**src/logic/qdc_map.svh**
```systemverilog
// Constants for the queued DMA command sequencer
`ifndef QDC_MAP_SVH
`define QDC_MAP_SVH
`define QDC_TAG_W 5
`define QDC_CNT_W 16
`define QDC_ADDR_W 4
`define QDC_A_CTRL 4'h0
`define QDC_A_STATUS 4'h1
`define QDC_A_TAGCNT 4'h2
`define QDC_A_ERR 4'h3
`define QDC_CTRL_NIEN 0
`define QDC_CTRL_RELIE 1
`define QDC_CTRL_SRVIE 2
`define QDC_CTRL_DIROUT 3
`define QDC_ST_BSY 7
`define QDC_ST_DRQ 3
`define QDC_ST_REL 2
`define QDC_ST_SERV 4
`define QDC_ST_CD 1
`define QDC_ST_IO 0
`define QDC_ST_ERR 5
`endif

```
**src/logic/qdc_pkg.sv**
```systemverilog
// Types for the queued DMA command sequencer
`default_nettype none
package qdc_pkg;
    typedef enum logic [4:0] {
        QDC_IDLE = 5'h01,
        QDC_PREP = 5'h02,
        QDC_RDY_IRQ = 5'h04,
        QDC_XFER = 5'h08,
        QDC_REL_IDLE = 5'h10
    } qdc_state_t;
    typedef enum logic [1:0] {
        QDC_EXIT_IDLE = 2'h0,
        QDC_EXIT_REL_IDLE = 2'h1,
        QDC_EXIT_SERV = 2'h2
    } qdc_exit_t;
endpackage
`default_nettype wire

```
**src/logic/qdc_xfer_ctr.sv**
```systemverilog
// Byte counter for the DMA data phase
`timescale 1ns/1ns
`default_nettype none
`include "qdc_map.svh"
module qdc_xfer_ctr #(
    parameter int CNT_W = `QDC_CNT_W
) (
    input wire logic clk,
    input wire logic rst_n,
    input wire logic load,
    input wire logic [CNT_W-1:0] load_val,
    input wire logic step,
    output logic done
);
    logic [CNT_W-1:0] left_ff;
    logic [CNT_W-1:0] nxt_left;

    // Count down one per strobe; saturate at zero
    assign nxt_left = load ? load_val :
        (step && left_ff != '0) ? left_ff - {{(CNT_W-1){1'b0}}, 1'b1} : left_ff;
    assign done = (left_ff == '0);

    always_ff @(posedge clk) begin
        if (!rst_n) begin
            left_ff <= '0;
        end else begin
            left_ff <= nxt_left;
        end
    end
endmodule // qdc_xfer_ctr

```
**src/logic/qdc_dev.sv**
```systemverilog
// Device-side command-phase sequencer for overlapped and queued DMA commands
`timescale 1ns/1ns
`default_nettype none
`include "qdc_map.svh"
module qdc_dev
    import qdc_pkg::*;
#(
    parameter int TAG_W = `QDC_TAG_W,
    parameter int CNT_W = `QDC_CNT_W
) (
    input wire logic clk,
    input wire logic rst_n,
    input wire logic [`QDC_ADDR_W-1:0] reg_addr,
    input wire logic [7:0] reg_wdata,
    input wire logic reg_wr,
    input wire logic reg_rd,
    output logic [7:0] reg_rdata,
    input wire logic pkt_done,
    input wire logic overlapped,
    input wire logic service_cmd,
    input wire logic data_ready,
    input wire logic [TAG_W-1:0] cmd_tag,
    input wire logic [CNT_W-1:0] cmd_count,
    input wire logic cmd_done,
    input wire logic cmd_abort,
    input wire logic release_req,
    input wire logic other_released,
    input wire logic other_ready,
    input wire logic dma_ack,
    output logic intrq,
    output logic dmarq,
    output logic int_pending,
    output logic [4:0] state_out
);
    import qdc_pkg::*;

    qdc_state_t state_ff;
    qdc_state_t nxt_state;
    logic [3:0] ctrl_ff;
    logic bsy_ff, drq_ff, rel_ff, serv_ff, cd_ff, io_ff, err_ff, pend_ff, srv_irq_ff;
    logic nxt_bsy, nxt_drq, nxt_rel, nxt_serv, nxt_cd, nxt_io, nxt_err, nxt_pend;
    logic nxt_srv_irq;
    logic [TAG_W-1:0] tag_ff;
    logic [CNT_W-1:0] cnt_ff;
    logic [7:0] rdata_ff;
    logic [7:0] nxt_rdata;
    logic xfer_done;
    logic load_tag;
    // First preparation cycle after a packet; the packet strobe is gone by then
    logic fresh_pkt_ff;

    // Register decode
    wire nien = ctrl_ff[`QDC_CTRL_NIEN];
    wire rel_ie = ctrl_ff[`QDC_CTRL_RELIE];
    wire srv_ie = ctrl_ff[`QDC_CTRL_SRVIE];
    wire dir_out = ctrl_ff[`QDC_CTRL_DIROUT];
    wire wr_ctrl = reg_wr && reg_addr == `QDC_A_CTRL;
    wire rd_status = reg_rd && reg_addr == `QDC_A_STATUS;
    wire finish = cmd_done || cmd_abort;
    wire do_release = release_req || (overlapped && rel_ie && fresh_pkt_ff);
    wire [7:0] status_byte = {bsy_ff, 1'b0, err_ff, serv_ff, drq_ff, rel_ff, cd_ff, io_ff};

    // Counts DMA strobes so the data phase ends on its own byte count
    qdc_xfer_ctr #(.CNT_W(CNT_W)) u_ctr (
        .clk(clk),
        .rst_n(rst_n),
        .load(state_ff != QDC_XFER && nxt_state == QDC_XFER),
        .load_val(load_tag ? cmd_count : cnt_ff),
        .step(dma_ack && dmarq),
        .done(xfer_done)
    );

    // Sequencer; release is judged before data so an overlapped command lets the bus go
    always_comb begin
        nxt_state = state_ff;
        nxt_bsy = bsy_ff;
        nxt_drq = drq_ff;
        nxt_rel = rel_ff;
        nxt_serv = serv_ff;
        nxt_cd = cd_ff;
        nxt_io = io_ff;
        nxt_err = err_ff;
        nxt_pend = pend_ff;
        nxt_srv_irq = srv_irq_ff;
        case (state_ff)
            QDC_IDLE, QDC_REL_IDLE: begin
                if (pkt_done || service_cmd) begin
                    nxt_state = QDC_PREP;
                    nxt_bsy = 1'b1;
                    nxt_drq = 1'b0;
                    nxt_rel = 1'b0;
                    nxt_serv = 1'b0;
                    nxt_err = 1'b0;
                    nxt_srv_irq = service_cmd && srv_ie;
                end
            end
            QDC_PREP: begin
                if (srv_irq_ff) begin
                    nxt_state = QDC_RDY_IRQ;
                    nxt_srv_irq = 1'b1;
                    nxt_bsy = 1'b0;
                    nxt_drq = 1'b1;
                    nxt_cd = 1'b0;
                    nxt_io = dir_out;
                end else if (do_release || finish) begin
                    nxt_err = cmd_abort;
                    nxt_cd = 1'b1;
                    nxt_io = 1'b1;
                    nxt_rel = do_release;
                    nxt_serv = other_ready;
                    nxt_bsy = 1'b0;
                    nxt_drq = 1'b0;
                    nxt_pend = !nien;
                    nxt_state = (do_release || other_released || other_ready) ?
                        QDC_REL_IDLE : QDC_IDLE;
                end else if (data_ready) begin
                    nxt_pend = 1'b1;
                    nxt_bsy = 1'b0;
                    nxt_drq = 1'b1;
                    nxt_cd = 1'b0;
                    nxt_io = dir_out;
                    nxt_state = nien ? QDC_XFER : QDC_RDY_IRQ;
                end
            end
            QDC_RDY_IRQ: begin
                if (rd_status && srv_irq_ff) begin
                    nxt_state = QDC_PREP;
                    nxt_srv_irq = 1'b0;
                    nxt_bsy = 1'b1;
                    nxt_drq = 1'b0;
                end else if (rd_status) begin
                    nxt_pend = 1'b0;
                    nxt_state = QDC_XFER;
                end
            end
            QDC_XFER: begin
                if (xfer_done && !(dma_ack && dmarq)) begin
                    nxt_state = QDC_PREP;
                    nxt_bsy = 1'b1;
                    nxt_drq = 1'b0;
                end
            end
            default: begin
                nxt_state = QDC_IDLE;
            end
        endcase
    end

    // Tag and count latch on every entry to the data or interrupt-ready path
    // The direct jump to transfer loads the counter in the same cycle, so it bypasses cnt_ff
    assign load_tag = state_ff == QDC_PREP && nxt_state != QDC_PREP && !nxt_bsy && nxt_drq;

    // Status readback; status read drops a plain pending interrupt in idle
    assign nxt_rdata = (reg_addr == `QDC_A_CTRL) ? {4'h0, ctrl_ff} :
        (reg_addr == `QDC_A_STATUS) ? status_byte :
        (reg_addr == `QDC_A_TAGCNT) ? {{(8-TAG_W){1'b0}}, tag_ff} :
        (reg_addr == `QDC_A_ERR) ? {7'h00, err_ff} : 8'h00;

    always_ff @(posedge clk) begin
        if (!rst_n) begin
            state_ff <= QDC_IDLE;
            {bsy_ff, drq_ff, rel_ff, serv_ff, cd_ff, io_ff, err_ff} <= 7'h00;
            pend_ff <= 1'b0;
            srv_irq_ff <= 1'b0;
            fresh_pkt_ff <= 1'b0;
        end else begin
            state_ff <= nxt_state;
            {bsy_ff, drq_ff, rel_ff, serv_ff} <= {nxt_bsy, nxt_drq, nxt_rel, nxt_serv};
            {cd_ff, io_ff, err_ff, srv_irq_ff} <= {nxt_cd, nxt_io, nxt_err, nxt_srv_irq};
            pend_ff <= (rd_status && state_ff != QDC_PREP) ? 1'b0 : nxt_pend;
            fresh_pkt_ff <= (state_ff == QDC_IDLE || state_ff == QDC_REL_IDLE) && pkt_done;
        end
    end

    // Software port and captured command identity
    always_ff @(posedge clk) begin
        if (!rst_n) begin
            ctrl_ff <= 4'h0;
            rdata_ff <= 8'h00;
            tag_ff <= '0;
            cnt_ff <= '0;
        end else begin
            if (wr_ctrl) begin
                ctrl_ff <= reg_wdata[3:0];
            end
            rdata_ff <= reg_rd ? nxt_rdata : 8'h00;
            if (load_tag) begin
                tag_ff <= cmd_tag;
                cnt_ff <= cmd_count;
            end
        end
    end

    // INTRQ gated by nIEN so a pending flag never reaches the pin when masked
    // Ready-irq raises INTRQ by itself, since a service entry never sets the pending flag
    // In the idle states the pending flag alone drives the pin
    assign intrq = !nien && (state_ff == QDC_RDY_IRQ ||
        (pend_ff && (state_ff == QDC_IDLE || state_ff == QDC_REL_IDLE)));
    assign dmarq = (state_ff == QDC_XFER) && !xfer_done;
    assign int_pending = pend_ff;
    assign reg_rdata = rdata_ff;
    assign state_out = state_ff;

    chk_prep_bsy: assert property (@(posedge clk) disable iff (!rst_n)
        state_ff == QDC_PREP |-> bsy_ff && !drq_ff && !intrq)
        else $error("prep state not busy");
    chk_rdy_pins: assert property (@(posedge clk) disable iff (!rst_n)
        state_ff == QDC_RDY_IRQ |-> !bsy_ff && drq_ff && !cd_ff && io_ff == dir_out)
        else $error("ready-irq status wrong");
    chk_xfer_pins: assert property (@(posedge clk) disable iff (!rst_n)
        state_ff == QDC_XFER |-> !bsy_ff && drq_ff && !intrq && !cd_ff)
        else $error("transfer status wrong");
    chk_nien_mask: assert property (@(posedge clk) disable iff (!rst_n)
        nien |-> !intrq)
        else $error("intrq while masked");
    chk_ready_path: assert property (@(posedge clk) disable iff (!rst_n)
        state_ff == QDC_PREP && !srv_irq_ff && !do_release && !finish && data_ready && nien
        |=> state_ff == QDC_XFER && pend_ff)
        else $error("nien data path wrong");
    chk_irq_path: assert property (@(posedge clk) disable iff (!rst_n)
        state_ff == QDC_PREP && !srv_irq_ff && !do_release && !finish && data_ready && !nien
        |=> state_ff == QDC_RDY_IRQ && intrq)
        else $error("irq data path wrong");
    chk_status_ack: assert property (@(posedge clk) disable iff (!rst_n)
        state_ff == QDC_RDY_IRQ && rd_status && !srv_irq_ff |=> state_ff == QDC_XFER && !pend_ff)
        else $error("status read not honoured");
    chk_finish_bits: assert property (@(posedge clk) disable iff (!rst_n)
        state_ff == QDC_PREP && !srv_irq_ff && finish
        |=> !bsy_ff && cd_ff && io_ff && serv_ff == $past(other_ready) && pend_ff == !nien)
        else $error("completion status wrong");
    chk_xfer_back: assert property (@(posedge clk) disable iff (!rst_n)
        state_ff == QDC_XFER && xfer_done && !dmarq |=> state_ff == QDC_PREP)
        else $error("transfer did not end");

    // The checks below pin down the service, release and completion exits of preparation and the other states on their own.
    // They assume software leaves the control register alone while a
    // command is in flight, which the host protocol requires anyway.

    // An overlapped packet with release enabled lets the bus go at once
    chk_rel_on_pkt: assert property (@(posedge clk) disable iff (!rst_n)
        state_ff == QDC_PREP && !srv_irq_ff && fresh_pkt_ff && overlapped && rel_ie
        |=> state_ff == QDC_REL_IDLE && rel_ff && !bsy_ff)
        else $error("overlapped packet kept the bus");

    // A service interrupt request always goes to ready-irq first
    chk_srv_path: assert property (@(posedge clk) disable iff (!rst_n)
        state_ff == QDC_PREP && srv_irq_ff |=> state_ff == QDC_RDY_IRQ)
        else $error("service path wrong");

    // Tag and count follow the inputs seen at the latch
    chk_tag_load: assert property (@(posedge clk) disable iff (!rst_n)
        load_tag |=> tag_ff == $past(cmd_tag) && cnt_ff == $past(cmd_count))
        else $error("tag or count not latched");

    // Completion with an empty queue goes to plain idle
    chk_done_idle: assert property (@(posedge clk) disable iff (!rst_n)
        state_ff == QDC_PREP && !srv_irq_ff && finish && !do_release && !other_released
        && !other_ready |=> state_ff == QDC_IDLE && !rel_ff && !serv_ff)
        else $error("completion exit wrong");

    // Completion with a released command waiting goes to released-idle
    chk_done_relq: assert property (@(posedge clk) disable iff (!rst_n)
        state_ff == QDC_PREP && !srv_irq_ff && finish && !do_release && other_released
        && !other_ready |=> state_ff == QDC_REL_IDLE && !serv_ff && cd_ff && io_ff)
        else $error("released-queue exit wrong");

    // Completion with a command ready raises SERV with BSY clear
    chk_done_serv: assert property (@(posedge clk) disable iff (!rst_n)
        state_ff == QDC_PREP && !srv_irq_ff && finish && other_ready
        |=> serv_ff && !bsy_ff)
        else $error("serv not raised");

    // Release sets REL, C/D and I/O and honours the mask on pending
    chk_release_bits: assert property (@(posedge clk) disable iff (!rst_n)
        state_ff == QDC_PREP && !srv_irq_ff && do_release
        |=> state_ff == QDC_REL_IDLE && rel_ff && cd_ff && io_ff && !bsy_ff && pend_ff == !nien)
        else $error("release status wrong");

    // Ready-irq drives the pin whenever it is unmasked
    chk_rdy_intrq: assert property (@(posedge clk) disable iff (!rst_n)
        state_ff == QDC_RDY_IRQ && !nien |-> intrq)
        else $error("ready-irq without intrq");

    // Status read answering a service interrupt goes back to preparation
    chk_srv_return: assert property (@(posedge clk) disable iff (!rst_n)
        state_ff == QDC_RDY_IRQ && rd_status && srv_irq_ff |=> state_ff == QDC_PREP && bsy_ff)
        else $error("service return wrong");

    // Without a status read ready-irq holds
    chk_ready_hold: assert property (@(posedge clk) disable iff (!rst_n)
        state_ff == QDC_RDY_IRQ && !rd_status |=> state_ff == QDC_RDY_IRQ)
        else $error("ready-irq left early");

    // Transfer raises DMARQ and drives I/O by direction while units remain
    chk_xfer_dmarq: assert property (@(posedge clk) disable iff (!rst_n)
        state_ff == QDC_XFER && !xfer_done |-> dmarq && io_ff == dir_out)
        else $error("dmarq missing in transfer");

    // DMARQ never shows outside the transfer state
    chk_dmarq_only: assert property (@(posedge clk) disable iff (!rst_n)
        dmarq |-> state_ff == QDC_XFER)
        else $error("dmarq outside transfer");

    // Transfer holds until the counter runs out
    chk_xfer_stay: assert property (@(posedge clk) disable iff (!rst_n)
        state_ff == QDC_XFER && !xfer_done |=> state_ff == QDC_XFER)
        else $error("transfer left early");

    // A packet in idle enters preparation busy with DRQ clear
    chk_idle_prep: assert property (@(posedge clk) disable iff (!rst_n)
        state_ff == QDC_IDLE && pkt_done |=> state_ff == QDC_PREP && bsy_ff && !drq_ff)
        else $error("packet did not start preparation");

    // A pending flag under the mask never reaches the pin
    chk_pend_mask: assert property (@(posedge clk) disable iff (!rst_n)
        pend_ff && nien |-> !intrq)
        else $error("masked pending reached intrq");
endmodule // qdc_dev
`default_nettype wire

```
**config.mk**
```make
export PLATFORM = sky130hd
export DESIGN_NAME = qdc_dev
export DESIGN_NICKNAME = d
export VERILOG_FILES = /design/src/logic/qdc_pkg.sv /design/src/logic/qdc_xfer_ctr.sv /design/src/logic/qdc_dev.sv
export VERILOG_INCLUDE_DIRS = /design/src /design/src/logic
export SDC_FILE = /design/constraint.sdc
export NUM_CORES = 1
export LEC_CHECK = 0
export BUFFER_PORTS_ARGS = -buffer_cell sky130_fd_sc_hd__buf_2
export CORE_UTILIZATION = 30
export DETAILED_ROUTE_END_ITERATION = 16
export PLACE_DENSITY = 0.51
export SYNTH_ARGS = -nofsm -noshare
export SYNTH_HDL_FRONTEND = slang
export SYNTH_SLANG_ARGS = --single-unit
```
**constraint.sdc**
```tcl
create_clock -name clk -period 2.5 [get_ports clk]
set_input_delay 0 -clock clk [delete_from_list [all_inputs] [get_ports clk]]
set_output_delay 0 -clock clk [all_outputs]
set_load 0.005 [all_outputs]
```
==> results.json <==
{
  "antenna_found_initial": 0,
  "area_growth_pct": 42.5,
  "critical_path.max_stage_delay_ps": 530,
  "dieHeight_um": 105,
  "final_area_sq_um": 4550,
  "p_total_w": 0.00252,
  "ys_seq_area_frac": 0.395,
  "layout_common_cells": "60 x dfxtp_1, 57 x buf_2, 39 x buf_4, 35 x nor2_1, 34 x dlygate4sd3_1",
  "fillers": 1046,
  "synthArstFlopShare": 0,
  "clock_power_share": 0.326,
  "ff2ff_path_depth": 9,
  "n_antenna_cell": 0,
  "fin_ws_ps": 14.5,
  "grt_usage": 0.170,
  "seqPwrFrac": 0.438,
  "dpl_worst_slack_ps": -112,
  "first_pass_iters": 4,
  "grt_pass1_wl_um": 14800,
  "final_max_slew_viol_count": 0,
  "fin_worst_skew_ps": 19.3,
  "slew_headroom": 0.447,
  "dpl_cell_area_sq_um": 3910,
  "crit_start": "u_ctr.left_ff[11]$_SDFFE_PN0P_",
  "max_freq_mhz": 402,
  "regToRegEndpoint": "u_ctr.left_ff[5]$_SDFFE_PN0P_",
  "timing.critical_path.fanout_max": 20,
  "combPwrFrac": 0.236,
  "die_area_sq_um": 11100,
  "postRouteAntennaNets": 0,
  "viasPerCell": 4.98,
  "ys.flop_type": "dfxtp_1",
  "finalCritPeriodShare": 0.994,
  "hold_violations": 0,
  "drive_above_1_share": 0.296,
  "finalSetupViolCount": 0,
  "crit_path_end": "u_ctr.left_ff[5]$_SDFFE_PN0P_",
  "nNetsFinal": 546,
  "syn_area_sq_um": 3190,
  "synth_edf_count": 0,
  "gp_congestion": 0.931,
  "grt_use_met2": 0.306,
  "worstPathArrival_ps": 2710,
  "powerDensity_nw_per_um2": 554,
  "drtIter0Drc": 135,
  "cts_root_buf": "clkbuf_8",
  "cts.clk_slew.worst_paths_ps": 90,
  "synth_nets": 424,
  "swShare": 0.319,
  "synth_cells": 376,
  "numCtsBuffers": 9,
  "wl_um": 8910,
  "cp.required_ps": 2720,
  "overflow": 0,
  "post-route-util": 0.440,
  "vias": 3181,
  "leakage_nw": 1.77,
  "drc_errors": 0,
  "seq_area_sq_um": 1270,
  "peakVddDrop_v": 0.000300,
  "status": "finished clean",
  "cpMaxStageDelayCell": "or4_4",
  "worstMarginPinSlew_ps": 822,
  "worst_setup_path_end_kind": "register",
  "grt_pass1_vias": 3078,
  "clock_sinks": 63,
  "grt_max_degree": 40,
  "synth.avg_cell_area_sq_um": 8.49,
  "boundaryPins": 63,
  "rsz0062_at_grt": "true",
  "busiest_layer": "met2",
  "met1_usage": 0.197,
  "cp_cell_sequence": "or4_4 > or4_4 > o21a_4 > o22ai_4 > a21oi_2 > buf_12 > buf_12 > mux2i_2 > a221oi_2",
  "cap_violations": 0,
  "die_w_um": 105,
  "multi_input_area_sq_um": 1890,
  "intPower_w": 0.00171,
  "clk_latency_ps": 350,
  "min_period_ps": 2490,
  "switching_power_w": 0.000803,
  "rows": 37,
  "io_buffer_count": 57,
  "ys_ff_latch": 63,
  "initial_utilization": 0.309,
  "final_common_cell": "dfxtp_1",
  "fp.coreArea_sq_um": 10300,
  "critPathKind": "reg -> reg",
  "r2r_slack_ps": 10,
  "cts_tree": "yes",
  "synth.distinct_cells": 61,
  "use_met3": 0.0405,
  "clk_path_buf_depth": 2,
  "h-tree-depth": 3,
  "wire_per_inst_um": 13.9,
  "hold_path_class": "in -> reg",
  "fin_setup_tns_ps": 0,
  "reg2reg_from": "u_ctr.left_ff[11]$_SDFFE_PN0P_",
  "dp_hpwl_um": 6330,
  "ys_warn_count": 0,
  "startpoint_type": "register"
}
==> stage by stage <==
stage,hold WS [ps],std cells
2_1_floorplan,119,376
3_3_place_gp,260,588
3_5_place_dp,267,588
4_1_cts,18.3,638
5_1_grt,51.0,639
6_report,38.7,639
==> how the worst min path moves through the flow <==
stage / start / end / slack [ps] / cells past startpoint
2_1_floorplan: reg_rd / reg_rdata[0]$_SDFF_PN0_ / 120 / 2
3_5_place_dp: cmd_tag[3] / tag_ff[3]$_SDFFE_PN0N_ / 270 / 3
6_report: other_released / state_out[0]$_SDFF_PN1_ / 40 / 4
4_1_cts: other_released / state_out[0]$_SDFF_PN1_ / 20 / 4
3_3_place_gp: cmd_tag[2] / tag_ff[2]$_SDFFE_PN0N_ / 260 / 3
5_1_grt: rst_n / io_ff$_SDFFE_PN0P_ / 50 / 2
==> layer usage <==
| metal | vias up | part of all wire |
|---|---|---|
| met5 | - | 0 |
| met4 | 0 | 0.014 |
| met3 | 12 | 0.033 |
| met2 | 71 | 0.51 |
| met1 | 1509 | 0.44 |
| li1 | 1589 | - |
==> cells by family after synthesis <==
group | count (synthesis) | synth area share
xor gates and xnor gates | 13 | 0.0357
and+or+nand+nor | 150 | 0.251
muxes | 25 | 0.0792
DFF | 63 | 0.395
other | 1 | 0.00118
AOI/OAI and AO/OA | 91 | 0.189
adders and majority gates | 1 | 0.00392
buffers and inverters | 32 | 0.0447
==> worst max-delay path: cells and delay by family, from the launching register on <==
| family | cells | cell delay, ps |
|---|---|---|
| simple gates | 2 | 1000 |
| compound gates | 4 | 590 |
| flops | 1 | 320 |
| buf+inv | 2 | 290 |
| mux | 1 | 160 |
==> synth_stat cells, types with 2 or more instances <==
| cell | count | area, sq um |
|---|---|---|
| nor4_1 | 5 | 31.3 |
| buf_2 | 6 | 30.0 |
| mux2i_1 | 23 | 230 |
| a21oi_1 | 25 | 125 |
| dfxtp_1 | 63 | 1260 |
| and4b_1 | 2 | 20.0 |
| xor2_1 | 4 | 35.0 |
| nor2_1 | 36 | 135 |
| o21ai_0 | 22 | 110 |
| nor2b_1 | 29 | 181 |
| or2_2 | 4 | 25.0 |
| o211ai_1 | 3 | 22.5 |
| a32oi_1 | 2 | 17.5 |
| and3_1 | 6 | 37.5 |
| o311ai_0 | 2 | 17.5 |
| buf_4 | 2 | 15.0 |
| a22oi_1 | 4 | 30.0 |
| or4_1 | 4 | 30.0 |
| inv_1 | 8 | 30.0 |
| a21boi_0 | 6 | 45.0 |
| nor3_1 | 8 | 40.0 |
| or3_1 | 5 | 31.3 |
| a31oi_1 | 4 | 25.0 |
| nand3_1 | 14 | 70.1 |
| nand3b_1 | 2 | 15.0 |
| nand2_1 | 22 | 82.6 |
| a21oi_2 | 2 | 17.5 |
| nor3b_1 | 2 | 15.0 |
| o22ai_1 | 4 | 25.0 |
| nand4_1 | 4 | 25.0 |
| clkbuf_1 | 14 | 52.6 |
| mux2_2 | 2 | 22.5 |
| xnor2_1 | 9 | 78.8 |
==> layout make-up <==
cell class,instances,share of cell area
clock buffer,9,0.0272
clock inverter,7,0.0121
inverter,8,0.00660
multi-input combinational,281,0.416
sequential,63,0.279
tap,136,0.0374
timing repair buffer,135,0.222
==> registers in the layout (all words and copies together) (netlist names) <==
| signal | cells |
|---|---|
| reg_rdata | 7 |
| bsy_ff | 1 |
| err_ff | 1 |
| tag_ff | 5 |
| cnt_ff | 16 |
| io_ff | 1 |
| serv_ff | 1 |
| u_ctr.left_ff | 16 |
| state_out | 5 |
| int_pending | 1 |
| rel_ff | 1 |
| cd_ff | 1 |
| drq_ff | 1 |
| ctrl_ff | 4 |
| srv_irq_ff | 1 |
| fresh_pkt_ff | 1 |
==> power by group through the flow <==
stage / registers, W / clock network (W) / logic (W)
finish: 0.00110 / 0.000820 / 0.000594
global route: 0.00111 / 0.000898 / 0.000653
global placement: 0.00112 / 0 / 0.000532
detailed placement: 0.00112 / 0 / 0.000524
CTS: 0.00110 / 0.000854 / 0.000564
floorplan: 0.00109 / 0 / 0.000324
==> what timing repair did <==
item / 4_1_cts / 5_1_grt
hold buffers: 34 / 0
setup endpoints to repair: 22 / 36
hold endpoints to repair: 43 / 0
pin swaps: 1 / 1
setup buffers: 0 / 1
resized for setup: 3 / 25
Note: power is estimated with default switching activity, not from simulation.
